==> src/byte_alu_pkg.sv <==
// Shared constants and types for the byte arithmetic and logic unit
package byte_alu_pkg;

  // Register byte offsets
  localparam logic [7:0] dest_offset = 8'h00;
  localparam logic [7:0] source_offset = 8'h04;
  localparam logic [7:0] command_offset = 8'h08;
  localparam logic [7:0] status_offset = 8'h0C;
  localparam logic [7:0] cycles_offset = 8'h10;

  // Field positions
  localparam int command_busy_bit = 31;
  localparam int command_op_msb = 3;
  localparam int command_op_lsb = 0;

  // Reset values
  localparam logic [15:0] dest_reset = 16'h0000;
  localparam logic [7:0] source_reset = 8'h00;
  localparam logic [1:0] cycles_reset = 2'h0;

  // Operation lengths in clocks
  localparam logic [1:0] byte_op_cycles = 2'h1;
  localparam logic [1:0] word_op_cycles = 2'h2;

  typedef enum logic [3:0] {
    op_add = 4'h0,
    op_add_with_carry = 4'h1,
    op_word_add_immediate = 4'h2,
    op_subtract = 4'h3,
    op_subtract_immediate = 4'h4,
    op_subtract_with_borrow = 4'h5,
    op_subtract_immediate_with_borrow = 4'h6,
    op_word_subtract_immediate = 4'h7,
    op_and = 4'h8,
    op_and_immediate = 4'h9,
    op_or = 4'hA,
    op_or_immediate = 4'hB,
    op_set_bits_by_mask = 4'hC
  } op_type;

  typedef enum logic [1:0] {
    st_idle = 2'b01,
    st_word_high = 2'b10
  } state_type;

  // Status flags, carry in bit 0
  typedef struct packed {
    logic [1:0] unused;
    logic h;
    logic s;
    logic v;
    logic n;
    logic z;
    logic c;
  } flags_type;

  localparam flags_type flags_reset = 8'h00;

  typedef struct packed {
    logic [7:0] res;
    logic c;
    logic h;
    logic v;
  } sum_type;

endpackage : byte_alu_pkg

==> src/byte_arith_logic_unit.sv <==
// Byte arithmetic and logic unit with AHB-Lite register slave
//
// Decided for this implementation: the register addresses and the AHB-Lite register port.
`timescale 1ns/1ps

// Behaviour
// RULE1 - Add registers, optional carry, flags ZCNVH
// RULE2 - Word add immediate, flags ZCNVS, two clocks
// RULE3 - Subtract registers, optional borrow, flags ZCNVH
// RULE4 - Subtract immediate, flags ZCNVH, one clock
// RULE5 - Subtract immediate with borrow, one clock
// RULE6 - Word subtract immediate, flags ZCNVS, two clocks
// RULE7 - AND register or immediate, flags ZNV
// RULE8 - OR register or immediate, flags ZNV
// RULE9 - Set bits by mask, flags ZNV
// RULE10 - Carry from prior flags, written back
module byte_arith_logic_unit
  import byte_alu_pkg::*;
(
  input wire logic clock,
  input wire logic sys_rst,
  input wire logic hsel,
  input wire logic [31:0] haddr,
  input wire logic [1:0] htrans,
  input wire logic hwrite,
  input wire logic [2:0] hsize,
  input wire logic [31:0] hwdata,
  input wire logic hready,
  output logic [31:0] hrdata,
  output logic hreadyout,
  output logic hresp
);

  // Eight-bit add or subtract with carry in
  function automatic sum_type add_sub(input logic [7:0] a, input logic [7:0] b,
                                      input logic cin, input logic sub);
    logic [8:0] r9;
    sum_type f;
    if (sub) begin
      r9 = {1'b0, a} - {1'b0, b} - {8'h00, cin};
    end else begin
      r9 = {1'b0, a} + {1'b0, b} + {8'h00, cin};
    end
    f.res = r9[7:0];
    f.c = r9[8];
    // Half carry from bit three, signed overflow
    if (sub) begin
      f.h = (~a[3] & b[3]) | (b[3] & r9[3]) | (r9[3] & ~a[3]);
      f.v = (a[7] & ~b[7] & ~r9[7]) | (~a[7] & b[7] & r9[7]);
    end else begin
      f.h = (a[3] & b[3]) | (b[3] & ~r9[3]) | (~r9[3] & a[3]);
      f.v = (a[7] & b[7] & ~r9[7]) | (~a[7] & ~b[7] & r9[7]);
    end
    return f;
  endfunction : add_sub

  logic [15:0] dest_q;
  logic [7:0] source_q;
  flags_type flags_q;
  state_type state_q;
  op_type op_q;
  logic [1:0] cycles_q;
  logic carry_low_q;
  logic zero_low_q;
  logic word_sub_q;
  logic [7:0] addr_q;
  logic wr_pend_q;
  logic rd_pend_q;
  logic [31:0] hrdata_q;
  logic hreadyout_q;
  logic hresp_q;

  logic accept;
  logic wr_commit;
  logic cmd_write;
  logic op_valid;
  logic start_word;
  op_type new_op;
  sum_type low_sum;
  sum_type high_sum;
  logic is_arith;
  logic is_logic;
  logic is_sub;
  logic [7:0] logic_res;
  logic [31:0] read_mux;

  assign accept = hsel & htrans[1] & hready;
  assign wr_commit = wr_pend_q & hready;
  assign cmd_write = wr_commit & (addr_q == command_offset);
  assign new_op = op_type'(hwdata[command_op_msb:command_op_lsb]);

  // Operation decode and byte datapath
  always_comb begin
    op_valid = 1'b1;
    is_arith = 1'b0;
    is_logic = 1'b0;
    is_sub = 1'b0;
    start_word = 1'b0;
    logic_res = 8'h00;
    low_sum = add_sub(dest_q[7:0], source_q, 1'b0, 1'b0);
    case (new_op)
      // RULE1 add, carry optional
      op_add: begin
        is_arith = 1'b1;
      end
      op_add_with_carry: begin
        is_arith = 1'b1;
        // RULE10 carry taken from held flags
        low_sum = add_sub(dest_q[7:0], source_q, flags_q.c, 1'b0);
      end
      // RULE2 word add low byte first
      op_word_add_immediate: begin
        start_word = 1'b1;
      end
      // RULE3 RULE4 plain subtract
      op_subtract, op_subtract_immediate: begin
        is_arith = 1'b1;
        low_sum = add_sub(dest_q[7:0], source_q, 1'b0, 1'b1);
      end
      // RULE3 RULE5 subtract with borrow
      op_subtract_with_borrow, op_subtract_immediate_with_borrow: begin
        is_arith = 1'b1;
        low_sum = add_sub(dest_q[7:0], source_q, flags_q.c, 1'b1);
      end
      // RULE6 word subtract low byte first
      op_word_subtract_immediate: begin
        start_word = 1'b1;
        is_sub = 1'b1;
        low_sum = add_sub(dest_q[7:0], source_q, 1'b0, 1'b1);
      end
      // RULE7 bitwise AND
      op_and, op_and_immediate: begin
        is_logic = 1'b1;
        logic_res = dest_q[7:0] & source_q;
      end
      // RULE8 RULE9 bitwise OR and mask set
      op_or, op_or_immediate, op_set_bits_by_mask: begin
        is_logic = 1'b1;
        logic_res = dest_q[7:0] | source_q;
      end
      default: begin
        op_valid = 1'b0;
      end
    endcase
    start_word = start_word & cmd_write;
  end

  // High byte of word operation with low carry
  always_comb begin
    high_sum = add_sub(dest_q[15:8], 8'h00, carry_low_q, word_sub_q);
  end

  // Word operation sequencing
  always_ff @(posedge clock) begin
    if (sys_rst) begin
      state_q <= st_idle;
      op_q <= op_add;
      carry_low_q <= 1'b0;
      zero_low_q <= 1'b0;
      word_sub_q <= 1'b0;
    end else begin
      case (state_q)
        st_idle: begin
          // RULE2 RULE6 low byte carry kept
          if (start_word) begin
            state_q <= st_word_high;
            word_sub_q <= is_sub;
            op_q <= new_op;
            carry_low_q <= low_sum.c;
            zero_low_q <= (low_sum.res == 8'h00);
          end
        end
        // RULE2 RULE6 second clock completes
        st_word_high: begin
          state_q <= st_idle;
        end
        default: begin
          state_q <= st_idle;
        end
      endcase
    end
  end

  // Destination pair and source register
  always_ff @(posedge clock) begin
    if (sys_rst) begin
      dest_q <= dest_reset;
      source_q <= source_reset;
    end else begin
      if (state_q == st_word_high) begin
        // RULE2 RULE6 high byte second clock
        dest_q[15:8] <= high_sum.res;
      end else if (cmd_write & op_valid & is_logic) begin
        // RULE7 RULE8 RULE9 logic result
        dest_q[7:0] <= logic_res;
      end else if (cmd_write & op_valid) begin
        // RULE1 RULE3 RULE4 RULE5 arithmetic result
        dest_q[7:0] <= low_sum.res;
      end else if (wr_commit & (addr_q == dest_offset)) begin
        dest_q <= hwdata[15:0];
      end
      if (wr_commit & (addr_q == source_offset)) begin
        source_q <= hwdata[7:0];
      end
    end
  end

  // Status flags
  always_ff @(posedge clock) begin
    if (sys_rst) begin
      flags_q <= flags_reset;
    end else if (state_q == st_word_high) begin
      // RULE2 RULE6 word flags
      flags_q.z <= zero_low_q & (high_sum.res == 8'h00);
      flags_q.c <= high_sum.c;
      flags_q.n <= high_sum.res[7];
      flags_q.v <= high_sum.v;
      flags_q.s <= high_sum.res[7] ^ high_sum.v;
    end else if (cmd_write & is_arith) begin
      // RULE1 RULE3 RULE4 RULE5 byte flags
      // RULE10 flags written with result
      flags_q.z <= (low_sum.res == 8'h00);
      flags_q.c <= low_sum.c;
      flags_q.n <= low_sum.res[7];
      flags_q.v <= low_sum.v;
      flags_q.h <= low_sum.h;
    end else if (cmd_write & is_logic) begin
      // RULE7 RULE8 RULE9 only Z N V
      flags_q.z <= (logic_res == 8'h00);
      flags_q.n <= logic_res[7];
      flags_q.v <= 1'b0;
    end else if (wr_commit & (addr_q == status_offset)) begin
      flags_q <= {2'b00, hwdata[5:0]};
    end
  end

  // Cycle count of last operation
  always_ff @(posedge clock) begin
    if (sys_rst) begin
      cycles_q <= cycles_reset;
    end else if (start_word) begin
      // RULE2 RULE6 two clock count
      cycles_q <= word_op_cycles;
    end else if (cmd_write & op_valid) begin
      // RULE1 RULE7 single clock count
      cycles_q <= byte_op_cycles;
    end
  end

  // Read data selection
  always_comb begin
    read_mux = 32'h0000_0000;
    case (addr_q)
      dest_offset: read_mux[15:0] = dest_q;
      source_offset: read_mux[7:0] = source_q;
      command_offset: begin
        // RULE2 RULE6 busy in second clock
        read_mux[command_busy_bit] = (state_q == st_word_high);
        read_mux[command_op_msb:command_op_lsb] = op_q;
      end
      status_offset: read_mux[7:0] = flags_q;
      cycles_offset: read_mux[1:0] = cycles_q;
      default: read_mux = 32'h0000_0000;
    endcase
  end

  // AHB-Lite address and data phase control
  always_ff @(posedge clock) begin
    if (sys_rst) begin
      addr_q <= 8'h00;
      wr_pend_q <= 1'b0;
      rd_pend_q <= 1'b0;
      hrdata_q <= 32'h0000_0000;
      hreadyout_q <= 1'b1;
      hresp_q <= 1'b0;
    end else begin
      // Address phase capture
      if (accept) begin
        addr_q <= (haddr[31:8] == 24'h00_0000) ? haddr[7:0] : 8'hFF;
        wr_pend_q <= hwrite;
        rd_pend_q <= ~hwrite;
      end else if (hready) begin
        wr_pend_q <= 1'b0;
      end
      // Read answered after one wait, two if a word op starts in the same cycle
      if (rd_pend_q & (state_q == st_idle) & ~hreadyout_q) begin
        hrdata_q <= read_mux;
        rd_pend_q <= 1'b0;
      end
      // Wait states for reads and word ops
      if ((accept & ~hwrite) | start_word) begin
        hreadyout_q <= 1'b0;
      end else if (rd_pend_q & (state_q == st_idle) & ~hreadyout_q) begin
        hreadyout_q <= 1'b1;
      end else if ((state_q == st_word_high) & ~rd_pend_q) begin
        hreadyout_q <= 1'b1;
      end
    end
  end

  assign hrdata = hrdata_q;
  assign hreadyout = hreadyout_q;
  assign hresp = hresp_q;

endmodule : byte_arith_logic_unit

==> config.mk <==
export PLATFORM = sky130hd
export DESIGN_NAME = byte_arith_logic_unit
export DESIGN_NICKNAME = d
export VERILOG_FILES = /design/src/byte_alu_pkg.sv /design/src/byte_arith_logic_unit.sv
export SDC_FILE = /design/constraint.sdc
export NUM_CORES = 1
export LEC_CHECK = 0
export ABC_AREA = 1
export BUFFER_PORTS_ARGS = -buffer_cell sky130_fd_sc_hd__buf_2
export CAP_MARGIN = 30
export CORE_AREA = 2 2 129 131
export DETAILED_ROUTE_END_ITERATION = 10
export DIE_AREA = 0 0 131 133
export PLACE_DENSITY_LB_ADDON = 0.15
export SKIP_LAST_GASP = 1
export SLEW_MARGIN = 20
export SYNTH_ARGS = -nofsm -noshare
export SYNTH_HDL_FRONTEND = slang
export SYNTH_SLANG_ARGS = --single-unit
export TNS_END_PERCENT = 100
==> constraint.sdc <==
create_clock -name clock -period 2.9 [get_ports clock]
set_input_delay 0.145 -clock clock [delete_from_list [all_inputs] [get_ports clock]]
set_output_delay 0.145 -clock clock [all_outputs]
set_load 0.02 [all_outputs]
### After elaboration in Yosys (flattened, before gate mapping)

Cells that the tools add are included.

| operators by class | value |
|---|---|
| add/subtract/negate cells | 6 |
| equality and inequality tests | 24 |
| mux-type cells | 40 |
| bitwise logic cells | 81 |
| reductions and logical operators | 32 |

Operators by type and width:

| cell | number |
|---|---|
| 2-to-1 mux 8 bit | 7 |
| bitwise AND 1 bit | 45 |
| 2-to-1 mux 9 bit | 5 |
| one-hot mux 11 bit (4 select lines) | 1 |
| logical NOT 8 bit | 4 |
| logical NOT 24 bit | 1 |
| == test 4 bit, second input constant | 5 |
| NOT 1 bit | 17 |
| == test 4 x 3 -> 1 bit, second input constant | 4 |
| == test 8 x 4 -> 1 bit, second input constant | 2 |
| 2-to-1 mux 16 bit | 1 |
| OR 1 bit | 16 |
| one-hot mux 8 bit (2 select lines) | 1 |
| 2-to-1 mux 1 bit | 15 |
| OR reduction 2 bit | 7 |
| OR reduction 13 bit | 1 |
| one-hot mux 4 bit (3 select lines) | 1 |
| inequality test 2 bit, second input constant | 5 |
| one-hot mux 2 bit (5 select lines) | 1 |
| nonzero test 2 bit | 5 |
| adder 8 x 1 -> 9 bit | 1 |
| adder 8 x 8 -> 9 bit | 1 |
| adder 9 x 1 -> 9 bit | 1 |
| AND reduction 3 bit | 3 |
| 26 further kinds | 33 |

| storage, ports and cells | value |
|---|---|
| register bits after elaboration | 69 |
| bits of input ports | 74 |
| output and inout port bits | 34 |
| word-level logic and storage cells | 204 |

### Depth between registers and ports, before layout

| depth | value |
|---|---|
| depth after elaboration | 11 |
| gate-level depth with buffers | 19 |
| mapped depth without buffers | 18 |

### Worst setup path before layout

OpenSTA, ideal clock, no wires.

| path | value |
|---|---|
| path type | flip-flop to flip-flop |
| start | register dest_q[2] |
| end | register flags_q[2] (netlist bit) |
| data arrival time | 2524 ps |
| data required time | 2781 ps |
| setup slack | 257 ps |
| cell stages (with the launch flop) | 18 |
| path buffers | 1 |
| period minus slack after synthesis | 2643 ps |
| cell sequence | dfxtp_1 inv_1 ha_1 buf_6 nand2_1 nand3_1 fa_1 inv_1 nor2_2 nand3_1 nor2_2 nand2_1 nand2_1 a21oi_2 nor3_4 nand2_1 nand2_1 a21oi_1 |

| between the ends | value |
|---|---|
| longest elaborated chain between the ends | 6 |
| elaborated cells between the ends (all ways) | 11 |
| those cells by class | add/sub: 4; mux: 7 |

RTL lines:

| what | line | text |
|---|---|---|
| start: declaration | byte_arith_logic_unit.sv:57 | `logic [15:0] dest_q;` |
| start signal: assignment | byte_arith_logic_unit.sv:187 | `dest_q <= dest_reset;` |
| start signal: assignment | byte_arith_logic_unit.sv:195 | `dest_q[7:0] <= logic_res;` |
| start signal: assignment | byte_arith_logic_unit.sv:198 | `dest_q[7:0] <= low_sum.res;` |
| subtractor 8 x 8 -> 9 bit / adder 8 x 8 -> 9 bit (equally long branches) | n/a |  |
| subtractor 9 x 1 -> 9 bit / adder 9 x 1 -> 9 bit (equally long branches) | n/a |  |
| 2-to-1 mux 9 bit | byte_arith_logic_unit.sv:101 | `case (new_op)` |
| one-hot mux 11 bit (4 select lines) (*) | byte_arith_logic_unit.sv:101 |  |
| 2-to-1 mux 4 bit (*) | byte_arith_logic_unit.sv:219 | `end else if (cmd_write & is_arith) begin` |
| 2-to-1 mux 5 bit (*) | byte_arith_logic_unit.sv:212 | `end else if (state_q == st_word_high) begin` |
| end signal: assignment | byte_arith_logic_unit.sv:211 | `flags_q <= flags_reset;` |
| end signal: assignment | byte_arith_logic_unit.sv:233 | `flags_q <= {2'b00, hwdata[5:0]};` |
| end: declaration | byte_arith_logic_unit.sv:59 | `flags_type flags_q;` |

Every way passes the cells marked *; elsewhere a longest branch is shown, timed or not. The select of a mux whose other input is x is not followed.
A chain may end at the register's enable or synchronous reset.

### Final worst setup path

| path | value |
|---|---|
| start | register dest_q[1] |
| end | register flags_q[1] (netlist bit) |

| between the ends | value |
|---|---|
| longest elaborated chain between the ends | 7 |
| elaborated cells between the ends (all ways) | 17 |
| those cells by class | add/sub: 4; mux: 9; bitwise: 2; reduce/logical: 2 |

RTL lines:

| what | line | text |
|---|---|---|
| subtractor 8 x 8 -> 9 bit / adder 8 x 8 -> 9 bit (equally long branches) | n/a |  |
| subtractor 9 x 1 -> 9 bit / adder 9 x 1 -> 9 bit (equally long branches) | n/a |  |
| 2-to-1 mux 9 bit | byte_arith_logic_unit.sv:101 |  |
| one-hot mux 11 bit (4 select lines) | byte_arith_logic_unit.sv:101 |  |
| logical NOT 8 bit | byte_arith_logic_unit.sv:222 | `flags_q.z <= (low_sum.res == 8'h00);` |
| 2-to-1 mux 4 bit (*) | byte_arith_logic_unit.sv:219 |  |
| 2-to-1 mux 5 bit (*) | byte_arith_logic_unit.sv:212 |  |

Marks and branches as above.

==> flow_summary.toml <==
[clocking]
ctsLongestPathBuffers = 2
ctsHoldBuffers = 0
cts_tree = "yes"
clk_pin_slew_ns = 0.06
numCtsBuffers = 9
htreeDepth = 3
clkSinkCount = 69
cts_root_buffer = "clkbuf_16"
postCtsSetupBuffers = 0
worstSkewPairLatency_ns = 0.34

[yosys]
syn_area_per_cell_um2 = 6.65
yosysUniqueCellTypes = 53
synthArstFlopShare = 0
ys.flop_type = "dfxtp_1"
yosysSeqAreaShare = 0.251
synth-warning-count = 0
netlist_area_um2 = 5500
syn_inst = 827
synth_seq_cells = 69
synth-edff-count = 0

[run]
max-cap-violations = 0

[setup_path]
rr_startpoint = "dest_q[1]"
path_class = "register to register"
r2r_slack_ns = 0.16
critical_path_arrival_ns = 3.01
startpoint = "dest_q[1]"
cp-start-kind = "register"
end_kind = "register"
reg2reg_depth = 18
crit_fanout = 3
reg2reg_to = "flags_q[1]"
critPathRequiredTime_ns = 3.17

[global_routing]
grt-ovfl-total = 0
track_usage = 0.204
grt_pass1_vias = 5303
grt_max_degree = 29
grt_pass1_wl_um = 27500
antenna_found_initial = 0

[final_layout]
area_delta_synth_final_pct = 21.0
fillers = 1763
multi_input_area_um2 = 3550
final_area_um2 = 6650
drive_above_1_share = 0.210
seqCellArea_um2 = 1390
fin_nets = 1044
antenna_cells = 0
stdcell_count = 1152

[floorplan]
core-area_um2 = 16200
rows = 47
die_x_um = 131
dieArea_um2 = 17400
die_y_um = 133
ios = 108
initial_core_util = 0.340

[placed_design]
numPortBuffers = 71
gp_congestion = 0.877
place_area_um2 = 6250
hpwl_um = 14100
dp.cells = 1136

[detailed_routing]
vias = 5654
drt_iter0_drc = 312
firstDrtPassIters = 5
wl_per_cell_um = 15.3
viasPerCell = 4.91
routed_wl_um = 17700
antenna_left = 0
drc_errors = 0

[timing]
whs_ns = 0.0545
period_minus_slack_ns = 2.74
fin_worst_skew_ns = 0.00548
slew_violations = 0
setup_viol = 0
slew_headroom = 0.483
post-route-period-util = 0.944
worstMarginPinSlew_ns = 0.774
fmax_ghz = 0.365
hold_viol = 0

[power]
power.density_nw_per_um2 = 364
leakage_nw = 3.13
report.power.total_mw = 2.42
ir_drop_v = 0.000266

[hold_path]
holdPathStages = 3
min_from = "hwdata[14]"
worstHoldEndpoint = "dest_q[14]"
hp-class = "input port to register"

[outcome]
status = "finished, final reports clean"
[flip-flops by register name (all words and copies together), names as in the netlist]
name         flops
hreadyout        1
wr_pend_q        1
hrdata          17
dest_q          16
carry_low_q      1
source_q         8
state_q          2
rd_pend_q        1
op_q             4
addr_q           8
word_sub_q       1
cycles_q         2
flags_q          6
zero_low_q       1
[report_power, final]
part           switching (mW)  internal (mW)  total [mW]
Combinational           0.207         0.0983       0.305
Sequential            0.00649          0.958       0.964
Clock                   0.438          0.713        1.15
[placed cells by master (no fill, tap or decap), types with 4 or more instances in the layout]
master	n
nand2_1	173
inv_1	113
buf_2	71
dfxtp_1	66
nand3_1	65
nor2_1	58
o21ai_0	57
a21oi_1	55
buf_4	36
ha_1	35
inv_2	16
conb_1	16
nand4_1	15
nor2_2	14
a221oi_1	13
o22ai_1	11
clkbuf_16	9
a211oi_1	7
nor3_1	7
nor4_1	6
nand3_2	5
o211ai_1	4
o221ai_1	4
o21ai_2	4
nor2_4	4
nand2_2	4
a22oi_1	4
[layout make-up]
| class | count | area share |
|---|---|---|
| clock inverters | 5 | 0.00884 |
| flip-flops and latches | 69 | 0.208 |
| inverters | 132 | 0.0760 |
| repair buffers | 107 | 0.0940 |
| clock buffers | 11 | 0.0380 |
| well taps | 220 | 0.0414 |
| multi-input cells | 608 | 0.534 |
[synthesized netlist by cell type, types with 2 or more instances]
| master | instances | area [um^2] |
|---|---|---|
| nor4_1 | 6 | 37.5 |
| buf_4 | 19 | 143 |
| o21ai_2 | 3 | 26.3 |
| nor3_1 | 7 | 35.0 |
| buf_6 | 2 | 22.5 |
| buf_2 | 2 | 10.0 |
| nand2_4 | 3 | 33.8 |
| o22ai_1 | 11 | 68.8 |
| o31ai_1 | 2 | 15.0 |
| nand4_1 | 15 | 93.8 |
| a221oi_1 | 14 | 123 |
| o2111ai_1 | 2 | 17.5 |
| nor2_4 | 3 | 33.8 |
| o221ai_1 | 4 | 35.0 |
| nand3_2 | 2 | 20.0 |
| a21oi_2 | 3 | 26.3 |
| inv_4 | 2 | 12.5 |
| nor2_2 | 10 | 62.6 |
| xor2_1 | 3 | 26.3 |
| a31oi_1 | 2 | 12.5 |
| nand3_1 | 68 | 340 |
| o211ai_1 | 4 | 30.0 |
| nor2_1 | 63 | 236 |
| o21ai_0 | 58 | 290 |
| ha_1 | 38 | 475 |
| or4_1 | 2 | 15.0 |
| dfxtp_1 | 69 | 1380 |
| nor3_2 | 2 | 20.0 |
| a211oi_1 | 7 | 52.6 |
| fa_1 | 5 | 100 |
| nand2_1 | 173 | 649 |
| xnor2_1 | 3 | 26.3 |
| clkbuf_1 | 10 | 37.5 |
| inv_1 | 118 | 443 |
| a32o_1 | 2 | 20.0 |
| a21oi_1 | 55 | 275 |
| inv_2 | 11 | 41.3 |
| nand3b_1 | 3 | 22.5 |
| nand2_2 | 4 | 25.0 |
| a22oi_1 | 4 | 30.0 |
[cells by family after synthesis]
| group | share of synthesized area |
|---|---|
| xor gates and xnor gates | 0.00956 |
| DFF | 0.251 |
| and+or+nand+nor | 0.303 |
| buffers and inverters | 0.131 |
| other | 0.000682 |
| adders and majority gates | 0.105 |
| AOI/OAI and AO/OA | 0.200 |
[worst max-delay path by stage]
stage                            end  depth (start not counted)
after global placement    flags_q[1]                         15
after CTS                 flags_q[1]                         15
after floorplan           flags_q[2]                         17
after detailed placement  flags_q[1]                         15
after global routing      flags_q[1]                         18
final                     flags_q[1]                         18
[worst max-delay path, cell delays in order (launching register included)]
cell and delay (ns):
dfxtp_1 0.32, buf_4 0.16, ha_1 0.22, nand2_1 0.09, nand3_1 0.12, fa_1 0.52
inv_1 0.06, nor2_2 0.15, nand3_2 0.10, buf_4 0.15, inv_1 0.04, nand2_1 0.04
nand3_1 0.06, nand3_1 0.09, nand2_1 0.10, nand2_1 0.08, nor2_2 0.15, nand3_1 0.09
a21oi_1 0.13
[metal layers]
| layer | part of all wire | vias up | track usage | wire [um] |
|---|---|---|---|---|
| met3 | 0.029 | 20 | 0.0222 | 510 |
| met1 | 0.47 | 2582 | 0.267 | 8240 |
| li1 | - | 2953 | - | - |
| met4 | 0.019 | 0 | 0.0550 | 331 |
| met2 | 0.49 | 99 | 0.353 | 8570 |
| met5 | 0 | - | 0 | 0 |
[stage by stage]
| step | worst slack (ns) | utilization | setup TNS, ns |
|---|---|---|---|
| final | 0.163 | 0.411 | 0 |
| after global routing | -0.000485 | 0.411 | -0.000485 |
| after CTS | 0.00167 | 0.406 | 0 |
| after detailed placement | 0.0307 | 0.386 | 0 |
| after global placement | 0.0701 | 0.386 | 0 |
| after floorplan | 0.257 | - | 0 |
[repair_timing]
action | CTS | global route
endpoints found under the hold margin | 0 | 0
gates resized for setup | 0 | 27
endpoints found under the setup margin | 0 | 9
(Power assumes the default switching activity.)
